## config.mk

```make
export PLATFORM = sky130hd
export DESIGN_NAME = spsd_strap_decoder
export DESIGN_NICKNAME = d
export VERILOG_FILES = /design/src/spsd_strap_decoder.v
export VERILOG_INCLUDE_DIRS = /design/src
export SDC_FILE = /design/constraint.sdc
export NUM_CORES = 1
export LEC_CHECK = 0
export BUFFER_PORTS_ARGS = -buffer_cell sky130_fd_sc_hd__buf_2
export CAP_MARGIN = 30
export CELL_PAD_IN_SITES_DETAIL_PLACEMENT = 1
export CELL_PAD_IN_SITES_GLOBAL_PLACEMENT = 2
export CORE_MARGIN = 2
export CORE_UTILIZATION = 33
export CTS_BUF_LIST = sky130_fd_sc_hd__clkbuf_16
export CTS_CLUSTER_DIAMETER = 30
export DETAILED_ROUTE_END_ITERATION = 8
export GPL_TIMING_DRIVEN = 1
export PLACE_DENSITY_LB_ADDON = 0.1
export SLEW_MARGIN = 5
export SYNTH_ARGS = -nofsm -noshare
export SYNTH_HDL_FRONTEND = slang
export SYNTH_SLANG_ARGS = --single-unit
```

## constraint.sdc

```tcl
create_clock -name clk -period 2.29 [get_ports clk]
set_input_delay 0.687 -clock clk [delete_from_list [all_inputs] [get_ports clk]]
set_output_delay 0.687 -clock clk [all_outputs]
set_load 0.03 [all_outputs]
```

## src/spsd_consts.vh

```
// Constants for the serial port strap decoder
`ifndef SPSD_CONSTS_VH
`define SPSD_CONSTS_VH
// Init sequence step counts
`define SPSD_SETTLE_CYCLES 8'h10
`define SPSD_SYNC_STAGES 2
// Async bit rates in bps
`define SPSD_RATE_1200 18'h004B0
`define SPSD_RATE_2400 18'h00960
`define SPSD_RATE_4800 18'h012C0
`define SPSD_RATE_9600 18'h02580
`define SPSD_RATE_19200 18'h04B00
`define SPSD_RATE_38400 18'h09600
`define SPSD_RATE_76800 18'h12C00
`define SPSD_RATE_153600 18'h25800
`define SPSD_RATE_115200 18'h1C200
// SPI role codes
`define SPSD_SPI_OFF 2'h0
`define SPSD_SPI_MASTER 2'h1
`define SPSD_SPI_SLAVE 2'h2
// Main port mode codes
`define SPSD_PORT_OFF 2'h0
`define SPSD_PORT_ASYNC 2'h1
`define SPSD_PORT_SYNC 2'h2
// Flow control codes
`define SPSD_FLOW_XON 1'h0
`define SPSD_FLOW_RTSCTS 1'h1
`endif

```

## src/spsd_strap_decoder.v

```verilog
// Strap decoder choosing serial port rate, flow control and SPI role
`timescale 1ns/10ps
`default_nettype none
// Summary of operation
// Strap3 low: eight async rates, XON/XOFF
// Strap3 high: straps reinterpreted as SPI config
// All straps sampled during initialization
// SPI master, async port, software rate
// SPI master, sync port clocked by pin
// SPI slave, strap0 clock in, port off
// Strap0 low others high: 115200 RTS/CTS
// All high: 115200 XON/XOFF, SPI off
// RTS/CTS selected enables handshake pins
// Board keeps CTS pin ungrounded for handshake
// Host uses main port in SPI master
// SPI master serves only font memory
// Software rate applies only after reboot
// Polarity and phase sampled after straps
// Decoded setup held until next reset
`include "spsd_consts.vh"
module spsd_strap_decoder #(
   parameter SETTLE = `SPSD_SETTLE_CYCLES // Cycles before straps are sampled
) (
   input wire clk, // 100 MHz clock
   input wire rst, // Async reset, active high
   input wire config_strap_0, // Strap 0 pin
   input wire config_strap_1, // Strap 1 pin
   input wire config_strap_2, // Strap 2 pin
   input wire config_strap_3, // Strap 3 pin
   input wire clear_to_send_polarity_pin, // CTS or clock polarity pin
   input wire sync_clock_phase_pin, // Sync clock or clock phase pin
   input wire [17:0] saved_rate, // Software rate saved in setup
   input wire saved_rate_valid, // Saved rate present
   output reg config_done, // Configuration latched
   output reg [17:0] async_rate, // Main port bit rate in bps
   output reg [1:0] port_mode, // Main port mode code
   output reg flow_rtscts, // High for RTS/CTS flow control
   output reg handshake_en, // RTS out and CTS in active
   output reg [1:0] spi_role, // SPI role code
   output reg spi_font_only, // SPI serves font memory only
   output reg spi_clock_out, // Strap 0 pin becomes SPI clock out
   output reg [1:0] spi_mode // SPI clock mode 0 to 3
);
   // Init sequence states
   localparam ST_SETTLE = 2'h0;
   localparam ST_STRAPS = 2'h1;
   localparam ST_CLKMODE = 2'h2;
   localparam ST_DONE = 2'h3;
   // Sequencer and synchroniser flops
   reg [1:0] state_reg;
   reg [1:0] state_next;
   reg [7:0] cnt_reg;
   reg [7:0] cnt_next;
   reg [5:0] s1_reg;
   reg [5:0] s2_reg;
   // Next values of the latched setup
   reg config_done_next;
   reg [17:0] async_rate_next;
   reg [1:0] port_mode_next;
   reg flow_rtscts_next;
   reg handshake_en_next;
   reg [1:0] spi_role_next;
   reg spi_font_only_next;
   reg spi_clock_out_next;
   reg [1:0] spi_mode_next;
   // Raw pins and their synchronised copies
   wire [5:0] pins_in;
   wire [3:0] strap_sync;
   wire cpol_sync;
   wire cpha_sync;
   wire latch_straps;
   wire latch_clkmode;
   assign pins_in = {sync_clock_phase_pin, clear_to_send_polarity_pin, config_strap_3,
      config_strap_2, config_strap_1, config_strap_0};
   assign strap_sync = s2_reg[3:0];
   assign cpol_sync = s2_reg[4];
   assign cpha_sync = s2_reg[5];
   // One-cycle strobes for the two sampling steps
   assign latch_straps = (state_reg == ST_STRAPS);
   assign latch_clkmode = (state_reg == ST_CLKMODE);
   // Low-strap rate table
   function [17:0] spsd_rate;
      input [2:0] s;
      begin
         case (s)
            3'h0: spsd_rate = `SPSD_RATE_1200;
            3'h4: spsd_rate = `SPSD_RATE_2400;
            3'h5: spsd_rate = `SPSD_RATE_4800;
            3'h7: spsd_rate = `SPSD_RATE_9600;
            3'h6: spsd_rate = `SPSD_RATE_19200;
            3'h3: spsd_rate = `SPSD_RATE_38400;
            3'h2: spsd_rate = `SPSD_RATE_76800;
            default: spsd_rate = `SPSD_RATE_153600;
         endcase
      end
   endfunction
   // Pin synchronisers; only the second stage feeds logic
   always @(posedge clk or posedge rst) begin
      if (rst) begin
         s1_reg <= 6'h00;
         s2_reg <= 6'h00;
      end else begin
         s1_reg <= pins_in;
         s2_reg <= s1_reg;
      end
   end
   // Sequencer: settle count, straps, clock mode, then hold
   always @* begin
      state_next = state_reg;
      cnt_next = cnt_reg;
      case (state_reg)
         ST_SETTLE: begin
            if (cnt_reg == SETTLE) begin
               state_next = ST_STRAPS;
            end else begin
               cnt_next = cnt_reg + 8'h01;
            end
         end
         ST_STRAPS: begin
            state_next = ST_CLKMODE;
         end
         ST_CLKMODE: begin
            state_next = ST_DONE; // Clock pins right after straps, see
         end
         ST_DONE: begin
            state_next = ST_DONE; // Held until reset, see
         end
         default: begin
            state_next = ST_SETTLE;
         end
      endcase
   end
   // Sequencer registers
   always @(posedge clk or posedge rst) begin
      if (rst) begin
         state_reg <= ST_SETTLE;
         cnt_reg <= 8'h00;
      end else begin
         state_reg <= state_next;
         cnt_reg <= cnt_next;
      end
   end
   // Setup decode, active only in the two sampling steps
   always @* begin
      config_done_next = config_done;
      async_rate_next = async_rate;
      port_mode_next = port_mode;
      flow_rtscts_next = flow_rtscts;
      handshake_en_next = handshake_en;
      spi_role_next = spi_role;
      spi_font_only_next = spi_font_only;
      spi_clock_out_next = spi_clock_out;
      spi_mode_next = spi_mode;
      if (latch_straps) begin
         if (!strap_sync[3]) begin
            async_rate_next = spsd_rate(strap_sync[2:0]);
            port_mode_next = `SPSD_PORT_ASYNC;
            flow_rtscts_next = `SPSD_FLOW_XON;
         end else begin
            // Straps now mean SPI role and handshake, see
            case (strap_sync[2:1])
               2'h0: begin
                  spi_role_next = `SPSD_SPI_MASTER;
                  spi_clock_out_next = 1'h1;
                  spi_font_only_next = 1'h1;
                  port_mode_next = `SPSD_PORT_ASYNC;
                  // Saved rate only read at boot, see
                  if (saved_rate_valid) begin
                     async_rate_next = saved_rate;
                  end else begin
                     async_rate_next = `SPSD_RATE_9600;
                  end
               end
               2'h2: begin
                  spi_role_next = `SPSD_SPI_MASTER;
                  spi_clock_out_next = 1'h1;
                  spi_font_only_next = 1'h1;
                  port_mode_next = `SPSD_PORT_SYNC;
               end
               2'h1: begin
                  spi_role_next = `SPSD_SPI_SLAVE;
                  port_mode_next = `SPSD_PORT_OFF;
               end
               default: begin
                  async_rate_next = `SPSD_RATE_115200;
                  port_mode_next = `SPSD_PORT_ASYNC;
                  if (strap_sync[0]) begin
                     flow_rtscts_next = `SPSD_FLOW_XON;
                     handshake_en_next = 1'h0;
                  end else begin
                     flow_rtscts_next = `SPSD_FLOW_RTSCTS;
                     handshake_en_next = 1'h1;
                  end
               end
            endcase
         end
      end
      if (latch_clkmode) begin
         spi_mode_next = {cpol_sync, cpha_sync};
         config_done_next = 1'h1;
      end
   end
   // Setup registers; every top output comes from here
   always @(posedge clk or posedge rst) begin
      if (rst) begin
         config_done <= 1'h0;
         async_rate <= `SPSD_RATE_9600;
         port_mode <= `SPSD_PORT_ASYNC;
         flow_rtscts <= `SPSD_FLOW_XON;
         handshake_en <= 1'h0;
         spi_role <= `SPSD_SPI_OFF;
         spi_font_only <= 1'h0;
         spi_clock_out <= 1'h0;
         spi_mode <= 2'h0;
      end else begin
         config_done <= config_done_next;
         async_rate <= async_rate_next;
         port_mode <= port_mode_next;
         flow_rtscts <= flow_rtscts_next;
         handshake_en <= handshake_en_next;
         spi_role <= spi_role_next;
         spi_font_only <= spi_font_only_next;
         spi_clock_out <= spi_clock_out_next;
         spi_mode <= spi_mode_next;
      end
   end
endmodule // spsd_strap_decoder
`default_nettype wire

```

Word level (Yosys, flattened, before mapping):

Index checks and enable logic that the tools add are counted.

* register bits after elaboration: 50
* output and inout port bits: 29

* equal/unequal tests: 15
* multiplexer cells: 12
* bitwise gates (word level): 2
* add/sub/neg operators: 1
* reduce and logical (&&, ||, !) cells: 14

Operator list (count)
* $pmux W18 S7: 1
* $mux W18: 2
* $pmux W18 S2: 1
* $eq A3 B3 Y1 const B: 4
* $reduce_and A3 Y1: 3
* $add A8 B1 Y8 const B: 1
* $eq A8 B5 Y1 const B: 1
* $pmux W2 S2: 2
* $eq A2 B2 Y1 const B: 3
* $eq A3 B2 Y1 const B: 2
* $ne A2 B2 Y1 const B: 3
* $pmux W2 S3: 1
* $reduce_and A2 Y1: 3
* $reduce_or A2 Y1: 3
* $eq A2 B1 Y1 const B: 2
* $logic_not A2 Y1: 2
* $mux W2: 2
* $logic_not A3 Y1: 1
* $mux W1: 3
* $reduce_or A3 Y1: 1
* $not A1 Y1: 2
* $reduce_bool A2 Y1: 1

Depth between registers and ports, before layout:

Gate-level depths: netlist of run 1.

* depth in word-level cells: 4
* gate-level depth with buffers: 8

Least setup slack after synthesis of run 1:

OpenSTA, ideal clock, no wires.

* kind: reg2reg
* from: reg s2_reg[1]
* to: reg async_rate[14]
* arrival time: 1.956 ns
* path slack: 0.239 ns
* path buffers: 3
* cell stages (with the launch flop): 9
* cells stage by stage: dfrtp_1 > clkbuf_1 > inv_1 > ha_1 > and2_1 > or2_1 > buf_6 > buf_6 > o31ai_1

* longest elaborated chain between the ends: 4

RTL lines
* start, declared: line spsd_strap_decoder.v:55 `reg [5:0] s2_reg;`
* start signal, assigned: line spsd_strap_decoder.v:104 `s2_reg <= s1_reg;`
* $eq A2 B1 Y1 or $eq A2 B2 Y1 (tied branches): line spsd_strap_decoder.v:161 `case (strap_sync[2:1])`
* $reduce_or A2 Y1 (no line)
* $pmux W18 S2 or $ne A2 B2 Y1 (tied branches)
* $mux W18 or $reduce_and A2 Y1 (tied branches)
* end signal, assigned: line spsd_strap_decoder.v:207 `` async_rate <= `SPSD_RATE_9600; ``
* end signal, assigned: line spsd_strap_decoder.v:217 `async_rate <= async_rate_next;`
* end, declared: line spsd_strap_decoder.v:35 `output reg [17:0] async_rate,`

Several ways; a longest one is shown, not always the timed one.
A chain may end at the register's enable or synchronous reset.

Worst setup path after layout of run 1:

* from: reg s2_reg[1]
* to: reg async_rate[6]

The elaborated chain is that of the path after synthesis.

==> results.sh, run 1 <==
export IMPL_ys_ff_latch=50
export IMPL_clkPwrFrac_pct=40.6
export IMPL_crit_family="simple AND/OR/NAND/NOR gates"
export IMPL_cp_num_buf_inv=1
export IMPL_clkLatencyLatePin_ns=0.29
export IMPL_routedWlPerCell_um=15.9
export IMPL_drive_above_1_share_pct=34.4
export IMPL_finalSetupViolCount=0
export IMPL_ant_nets=0
export IMPL_antenna_found_initial=0
export IMPL_n_antenna_cell=0
export IMPL_r2r_start="s2_reg[1]"
export IMPL_setup_slack_ns=0.373
export IMPL_place_gp_congestion=0.717
export IMPL_port_buffers=55
export IMPL_finalSetupTns_ns=0
export IMPL_die_h_um=86.2
export IMPL_r2r_cells=5
export IMPL_power_density_nw_per_um2=746
export IMPL_crit_type="reg2reg"
export IMPL_synth_edff_count=0
export IMPL_start_kind="register"
export IMPL_cp_required_ns=2.47
export IMPL_path_max_fanout=19
export IMPL_period_needed_ns=1.92
export IMPL_worstMarginPinSlew_ns=0.677
export IMPL_p_sw_share_pct=25.4
export IMPL_crit_start="s2_reg[1]"
export IMPL_pin_count=56
export IMPL_internal_power_mw=1.54
export IMPL_grt_pass1_wl_mm=8.58
export IMPL_vias=1656
export IMPL_cts_inserted_buffers=5
export IMPL_cts_num_sinks=50
export IMPL_fin_skew_ns=0.00388
export IMPL_ctsHoldBuffers=0
export IMPL_drt_iter0_drc=32
export IMPL_leakagePower_nw=1.29
export IMPL_pre_cts_slack_ns=0.343
export IMPL_synthFlopType="dfrtp_1"
export IMPL_path_depth=5
export IMPL_dieArea_um2=7430
export IMPL_coreArea_um2=6460
export IMPL_synth_cells=192
export IMPL_seq_area_frac_synth_pct=56.4
export IMPL_combPwrFrac_pct=12.8
export IMPL_maxCapViolations=0
export IMPL_rows=29
export IMPL_final_common_cell="buf_2"
export IMPL_grt_pass1_vias=1683
export IMPL_synth_warnings=0
export IMPL_cts_tree="done"
export IMPL_ys_async_sr_fraction_pct=100
export IMPL_rsz0062_at_grt="no"
export IMPL_crit_path_end_kind="register"
export IMPL_slew_viol_final=0
export IMPL_crit_chain="inv_1, ha_1, and2_1, or2_1, mux2_2"
export IMPL_finalPower_mw=2.06
export IMPL_worstPathArrival_ns=2.09
export IMPL_firstDrtPassIters=4
export IMPL_worst_setup_hold_path_clk_slew_ns=0.07
export IMPL_die_w_um=86.2
export IMPL_rrSetupSlack_ns=0.37
export IMPL_nNetsFinal=284
export IMPL_cts_root_buffer="clkbuf_16"
export IMPL_syn_area_um2=2230
export IMPL_post_cts_buffers=0
export IMPL_min_path_type="reg2reg"
export IMPL_reg2reg_to="async_rate[6]"
export IMPL_relSlewSlack_pct=54.8
export IMPL_cts_max_level=2
export IMPL_avgSynthCellArea_um2=11.6
export IMPL_area_growth_pct=23.9
export IMPL_grt_max_degree=33
export IMPL_hpwl_mm=3.80
export IMPL_drcViolationCount=0
export IMPL_seq_power_share_pct=46.6
export IMPL_grtUsageTotal_pct=14.8
export IMPL_synth_nets=227
export IMPL_crit_path_top_delay_cell="or2_1"
export IMPL_switchingPower_mw=0.524
export IMPL_cp_endpoint="async_rate[6]"
export IMPL_viasPerCell=5.06
export IMPL_max_freq_mhz=522
export IMPL_cts_resized=0
export IMPL_fin_crit_sh_pct=83.7
export IMPL_start_util_pct=34.5
export IMPL_wirelength_mm=5.19
export IMPL_fin_hold_ws_ns=0.352
export IMPL_grt_overflow=0
export IMPL_synth_distinct_cells=45
export IMPL_cts_buffer_depth=2
export IMPL_final_cell_mix="buf_2, dfrtp_1, o21ai_0"
export IMPL_hold_viol_final=0
export IMPL_ir_drop_mv=0.351
export IMPL_largest_reg_flops=18
export IMPL_outcome="complete, no violations"
export IMPL_max_stage_delay_ns=0.54
-- stage by stage --
stage	utilization, %	cells	instance area, µm²
2_1_floorplan	-	192	2230
3_3_place_gp	40.2	319	2600
3_5_place_dp	40.2	319	2600
4_1_cts	42.8	327	2770
5_1_grt	42.8	327	2770
6_report	42.8	327	2770
-- cells by family after synthesis --
logic type | after synthesis | synth area share, %
AOI/OAI and AO/OA | 52 | 15.5
DFF | 50 | 56.4
and+or+nand+nor | 47 | 12.4
buffers and inverters | 19 | 4.09
xor gates and xnor gates | 8 | 3.14
muxes | 8 | 4.04
adders and majority gates | 8 | 4.49
-- power groups by stage --
stage / combinational (mW) / sequential, mW / clock (mW)
2_1_floorplan: 0.0939 / 1.05 / 0
3_3_place_gp: 0.267 / 0.978 / 0
3_5_place_dp: 0.268 / 0.980 / 0
4_1_cts: 0.269 / 0.963 / 0.860
5_1_grt: 0.289 / 0.969 / 0.898
6_report: 0.263 / 0.962 / 0.839
-- synth_stat cells (5+ instances only) --
library cell,number,area [µm²]
clkbuf_1,7,26.3
dfrtp_1,45,1130
dfstp_2,5,131
ha_1,8,100
inv_1,8,30.0
mux2_2,8,90.1
nand2_1,7,26.3
nand4_1,5,31.3
nor2_1,7,26.3
nor2b_1,8,50.1
o21ai_0,21,105
xnor2_1,6,52.6
-- routing by layer --
metal | GRT usage [%] | vias to the layer above | routed length (µm)
met5 | 0 | - | 0
met4 | 4.26 | 0 | 55
met3 | 3.24 | 5 | 211
met2 | 23.2 | 34 | 2420
met1 | 20.6 | 820 | 2510
li1 | - | 797 | -
-- worst min path at each step --
stage,start,end,cells after the start
after CTS,s1_reg[5],s2_reg[5],0
after detailed placement,s1_reg[5],s2_reg[5],0
after global routing,s1_reg[4],s2_reg[4],0
final,s1_reg[5],s2_reg[5],0
after floorplan,s1_reg[0],s2_reg[0],0
after global placement,s1_reg[4],s2_reg[4],0
-- final cells by class --
type                            instances  area, µm²
Multi-Input combinational cell        123        882
Inverter                                8       30.0
Clock inverter                          3       41.3
Clock buffer                            5        125
Timing Repair Buffer                   61        333
Sequential cell                        50       1260
Tap cell                               77       96.3
Fill cell                             732       3690
(Power assumes the default switching activity.)
==> run 2: changes to the inputs <==
==> constraint.sdc (replaced) <==
create_clock -name clk -period 1.8 [get_ports clk]
set_input_delay 0.54 -clock clk [delete_from_list [all_inputs] [get_ports clk]]
set_output_delay 0.54 -clock clk [all_outputs]
set_load 0.03 [all_outputs]
==> results.sh, run 2 (synthesis gave the netlist of run 1 again) <==
export IMPL_antenna_found_initial=0
export IMPL_wirelength_mm=5.17
export IMPL_outcome="complete, no violations"
export IMPL_finalSetupViolCount=0
export IMPL_leakagePower_nw=1.33
export IMPL_die_h_um=86.2
export IMPL_cts_tree="done"
export IMPL_wl_met3_um=232
export IMPL_pin_count=56
export IMPL_power_density_nw_per_um2=899
export IMPL_grt_overflow=0
export IMPL_die_w_um=86.2
export IMPL_path_max_fanout=6
export IMPL_cts_max_level=2
export IMPL_dieArea_um2=7430
export IMPL_finalSetupTns_ns=0
export IMPL_final_common_cell="buf_2"
export IMPL_hold_viol_final=0
export IMPL_maxCapViolations=0
export IMPL_nNetsFinal=292
export IMPL_crit_type="reg2reg"
export IMPL_ant_nets=0
export IMPL_fin_skew_ns=0.00282
export IMPL_clkLatencyLatePin_ns=0.29
export IMPL_grt_max_degree=24
export IMPL_grt_pass1_wl_mm=8.60
export IMPL_place_gp_congestion=0.782
export IMPL_worstPathArrival_ns=1.85
export IMPL_period_needed_ns=1.67
export IMPL_cts_buffer_depth=2
export IMPL_routedWlPerCell_um=15.4
export IMPL_viasPerCell=4.98
export IMPL_crit_chain="inv_1, ha_1, nor4b_2, a311oi_2, mux2_2"
export IMPL_crit_path_top_delay_cell="dfrtp_1"
export IMPL_worstMarginPinSlew_ns=0.511
export IMPL_grt_pass1_vias=1701
export IMPL_cp_required_ns=1.98
export IMPL_n_antenna_cell=0
export IMPL_firstDrtPassIters=4
export IMPL_coreArea_um2=6460
export IMPL_finalInstanceArea_um2=2830
export IMPL_max_freq_mhz=598
export IMPL_max_stage_delay_ns=0.42
export IMPL_final_cell_mix="buf_2, dfrtp_1, o21ai_0"
export IMPL_worst_setup_hold_path_clk_slew_ns=0.07
export IMPL_start_kind="register"
export IMPL_slew_viol_final=0
export IMPL_drcViolationCount=0
export IMPL_start_util_pct=34.5
export IMPL_finalPower_mw=2.54
export IMPL_crit_path_end_kind="register"
export IMPL_rsz0062_at_grt="no"
export IMPL_cts_root_buffer="clkbuf_16"
export IMPL_rows=29
export IMPL_wl_met2_mm=2.42
export IMPL_place_area_um2=2660
export IMPL_cts_inserted_buffers=5
export IMPL_relSlewSlack_pct=65.9
export IMPL_largest_reg_flops=18
export IMPL_cts_num_sinks=50
export IMPL_drive_above_1_share_pct=39.1
export IMPL_fin_crit_sh_pct=92.8
export IMPL_port_buffers=55
export IMPL_grtUsageTotal_pct=14.9
export IMPL_drt_iter0_drc=48
export IMPL_min_path_type="in2async"
export IMPL_post_cts_buffers=0
export IMPL_ir_drop_mv=0.620
export IMPL_topRoutingLayerUsed="met4"
export IMPL_vias=1669
export IMPL_area_growth_pct=26.8
export IMPL_met1Wirelength_mm=2.45
export IMPL_hpwl_mm=3.87
[run 2: cell types whose count changed in the layout (fill, tap and decap cells not counted), sizes merged]
| cell | before | now |
|---|---|---|
| buf | 61 | 69 |
| bufinv | 1 | 0 |
| clkinvlp | 1 | 0 |
| inv | 9 | 11 |
[run 2: layout make-up]
cell class	count	area, µm²
Fill cell	746	3630
Sequential cell	50	1260
Multi-Input combinational cell	123	900
Timing Repair Buffer	69	393
Clock buffer	5	125
Tap cell	77	96.3
Inverter	8	30.0
Clock inverter	3	26.3
[run 2: critical path: cells and delay by family (launching register included)]
family | cells | cell delay, ns
flip-flops | 1 | 0.42
multiplexers | 1 | 0.37
AO/OA/AOI/OAI | 1 | 0.35
adder cells (fa/ha/maj) | 1 | 0.18
AND/OR/NAND/NOR | 1 | 0.17
buffers and inverters | 1 | 0.06
[run 2: path summary, 6_finish.rpt]
| kind | start | end | slack [ns] | cells past startpoint |
|---|---|---|---|---|
| hold reg to reg | s1_reg[5] | s2_reg[5] | 0.35 | 0 |
| setup reg to reg | cnt_reg[1] | cnt_reg[1] | 0.13 | 5 |
| min in group clk | config_strap_0 | s1_reg[0] | 0.35 | 1 |
| hold / removal | rst | s1_reg[3] | 0.27 | 2 |
| max in group asynchronous | rst | async_rate[13] | 0.98 | 3 |
| setup / recovery | cnt_reg[1] | cnt_reg[1] | 0.13 | 5 |
[run 2: report_power, final]
group          switching [mW]  total [mW]  internal (mW)
sequential             0.0311        1.22           1.19
combinational           0.222       0.345          0.123
clock                   0.444       0.975          0.531
[run 2: metal layers]
layer  global-route usage, %  vias up
met5                       0        -
met4                    4.26        0
met3                    3.43        8
met2                    23.5       39
met1                    20.7      806
li1                        -      816
[run 2: timing repair]
item | in CTS | in global routing
setup endpoints to repair | 0 | 12
gates resized for setup | 0 | 4
hold buffers | 0 | 0
[run 2: per-stage QoR]
stage	cells	setup slack [ns]	hold WS, ns	util (%)
after detailed placement	327	0.0222	0.336	41.2
final	335	0.129	0.271	43.8
after global placement	327	0.0715	0.335	41.2
after global routing	335	0.0354	0.303	43.8
after floorplan	192	0.00533	0.331	-
after CTS	335	0.00954	0.286	43.5
==> run 3: changes to the inputs <==
--- a/config.mk
+++ b/config.mk
@@ -10,7 +10,6 @@
 export CAP_MARGIN = 30
 export CELL_PAD_IN_SITES_DETAIL_PLACEMENT = 1
 export CELL_PAD_IN_SITES_GLOBAL_PLACEMENT = 2
-export CORE_MARGIN = 2
 export CORE_UTILIZATION = 33
 export CTS_BUF_LIST = sky130_fd_sc_hd__clkbuf_16
 export CTS_CLUSTER_DIAMETER = 30
==> results.sh, run 3 (synthesis gave the netlist of run 1 again) <==
export IMPL_r2r_cells=5
export IMPL_hold_viol_final=0
export IMPL_maxCapViolations=0
export IMPL_nNetsFinal=288
export IMPL_drcViolationCount=12
export IMPL_place_gp_congestion=0.781
export IMPL_fin_skew_ns=0.00265
export IMPL_grt_pass1_wl_mm=9.31
export IMPL_drt_iter0_drc=98
export IMPL_regArea_um2=1260
export IMPL_setup_slack_ns=0.139
export IMPL_ctsHoldBuffers=0
export IMPL_cts_root_buffer="clkbuf_16"
export IMPL_max_stage_delay_ns=0.42
export IMPL_die_h_um=84.2
export IMPL_routedWlPerCell_um=16.5
export IMPL_vias=1666
export IMPL_reg2reg_to="cnt_reg[1]"
export IMPL_wirelength_mm=5.47
export IMPL_cts_buffer_depth=2
export IMPL_rrSetupSlack_ns=0.14
export IMPL_fin_cells=331
export IMPL_outcome="complete, but fails checks"
export IMPL_place_area_um2=2630
export IMPL_final_cell_mix="buf_2, dfrtp_1, o21ai_0"
export IMPL_viasPerCell=5.03
export IMPL_power_density_nw_per_um2=947
export IMPL_final_common_cell="buf_2"
export IMPL_multi_input_area_um2=900
export IMPL_crit_type="reg2reg"
export IMPL_relSlewSlack_pct=67.5
export IMPL_grt_max_degree=51
export IMPL_crit_start="cnt_reg[1]"
export IMPL_cp_endpoint="cnt_reg[1]"
export IMPL_pin_count=56
export IMPL_dieArea_um2=7090
export IMPL_min_path_type="in2async"
export IMPL_drive_above_1_share_pct=38.2
export IMPL_period_needed_ns=1.66
export IMPL_finalSetupViolCount=0
export IMPL_n_antenna_cell=0
export IMPL_nFillCells=739
export IMPL_crit_path_top_delay_cell="dfrtp_1"
export IMPL_rsz0062_at_grt="no"
export IMPL_cts_num_sinks=50
export IMPL_coreArea_um2=6420
export IMPL_slew_viol_final=0
export IMPL_grt_overflow=0
export IMPL_firstDrtPassIters=6
export IMPL_port_buffers=55
export IMPL_area_growth_pct=26.4
export IMPL_crit_chain="inv_1, ha_1, nor4b_2, a311oi_2, mux2_2"
export IMPL_clkLatencyLatePin_ns=0.29
export IMPL_ir_drop_mv=0.363
export IMPL_place_inst=323
export IMPL_r2r_start="cnt_reg[1]"
export IMPL_cp_required_ns=1.98
export IMPL_violations="DRC"
export IMPL_die_w_um=84.2
export IMPL_worstPathArrival_ns=1.84
export IMPL_worst_setup_hold_path_clk_slew_ns=0.07
export IMPL_rows=29
export IMPL_antenna_found_initial=0
export IMPL_pre_cts_slack_ns=0.0518
export IMPL_path_max_fanout=6
export IMPL_largest_reg_flops=18
export IMPL_cts_max_level=2
export IMPL_fin_crit_sh_pct=92.3
export IMPL_crit_path_end_kind="register"
export IMPL_hpwl_mm=3.80
export IMPL_max_freq_mhz=602
export IMPL_finalSetupTns_ns=0
export IMPL_cts_inserted_buffers=5
export IMPL_cts_tree="done"
export IMPL_grtUsageTotal_pct=16.9
export IMPL_ant_nets=0
export IMPL_start_kind="register"
export IMPL_worstMarginPinSlew_ns=0.487
export IMPL_grt_pass1_vias=1773
export IMPL_start_util_pct=34.7
export IMPL_finalInstanceArea_um2=2820
export IMPL_leakagePower_nw=1.31
[run 3: changes by cell type in the layout (fill, tap and decap cells not counted), sizes merged]
cell	before	now
buf	69	65
bufinv	0	1
inv	11	9
clkinvlp	0	1
[run 3: cell type report]
class | count | area share (%)
Tap cell | 77 | 3.42
Multi-Input combinational cell | 123 | 31.9
Timing Repair Buffer | 65 | 12.9
Inverter | 8 | 1.06
Clock buffer | 5 | 4.44
Sequential cell | 50 | 44.6
Clock inverter | 3 | 1.73
[run 3: stage by stage]
stage | utilization [%] | power, mW | hold WS, ns
final | 43.9 | 2.67 | 0.281
after global routing | 43.9 | 2.79 | 0.299
after CTS | 43.7 | 2.72 | 0.285
after detailed placement | 41.0 | 1.60 | 0.337
after global placement | 41.0 | 1.59 | 0.333
after floorplan | - | 1.46 | 0.331
[run 3: worst min path at each step]
stage	startpoint	to	slack, ns	depth (start not counted)
final	rst	async_rate[1]	0.28	3
after detailed placement	s1_reg[3]	s2_reg[3]	0.34	0
after CTS	rst	async_rate[1]	0.28	3
after global routing	rst	async_rate[1]	0.30	3
after global placement	s1_reg[4]	s2_reg[4]	0.33	0
after floorplan	s1_reg[0]	s2_reg[0]	0.33	0
[run 3: worst max-delay path: cells and delay by family, from the launching register on]
family / cells / cell delay (ns)
AOI/OAI and AO/OA: 1 / 0.34
adders and majority gates: 1 / 0.17
buffers and inverters: 1 / 0.06
DFF: 1 / 0.42
muxes: 1 / 0.38
and+or+nand+nor: 1 / 0.17
[run 3: layer usage]
metal,GRT usage (%),vias to the layer above,wire length (µm)
li1,-,804,-
met2,24.5,49,2370
met3,3.24,10,286
met4,7.52,0,95
met1,24.6,803,2720
met5,0,-,0
[run 3: repair_timing]
| item | in CTS | in global routing |
|---|---|---|
| hold endpoints to repair | 0 | 0 |
| buffers inserted | 0 | 0 |
| endpoints found under the setup margin | 0 | 9 |
| gates resized for setup | 0 | 3 |
[run 3: where the power goes]
group	switching [mW]	total [mW]	internal, mW
clock network	0.438	1.10	0.666
logic	0.224	0.342	0.118
registers	0.0330	1.23	1.19
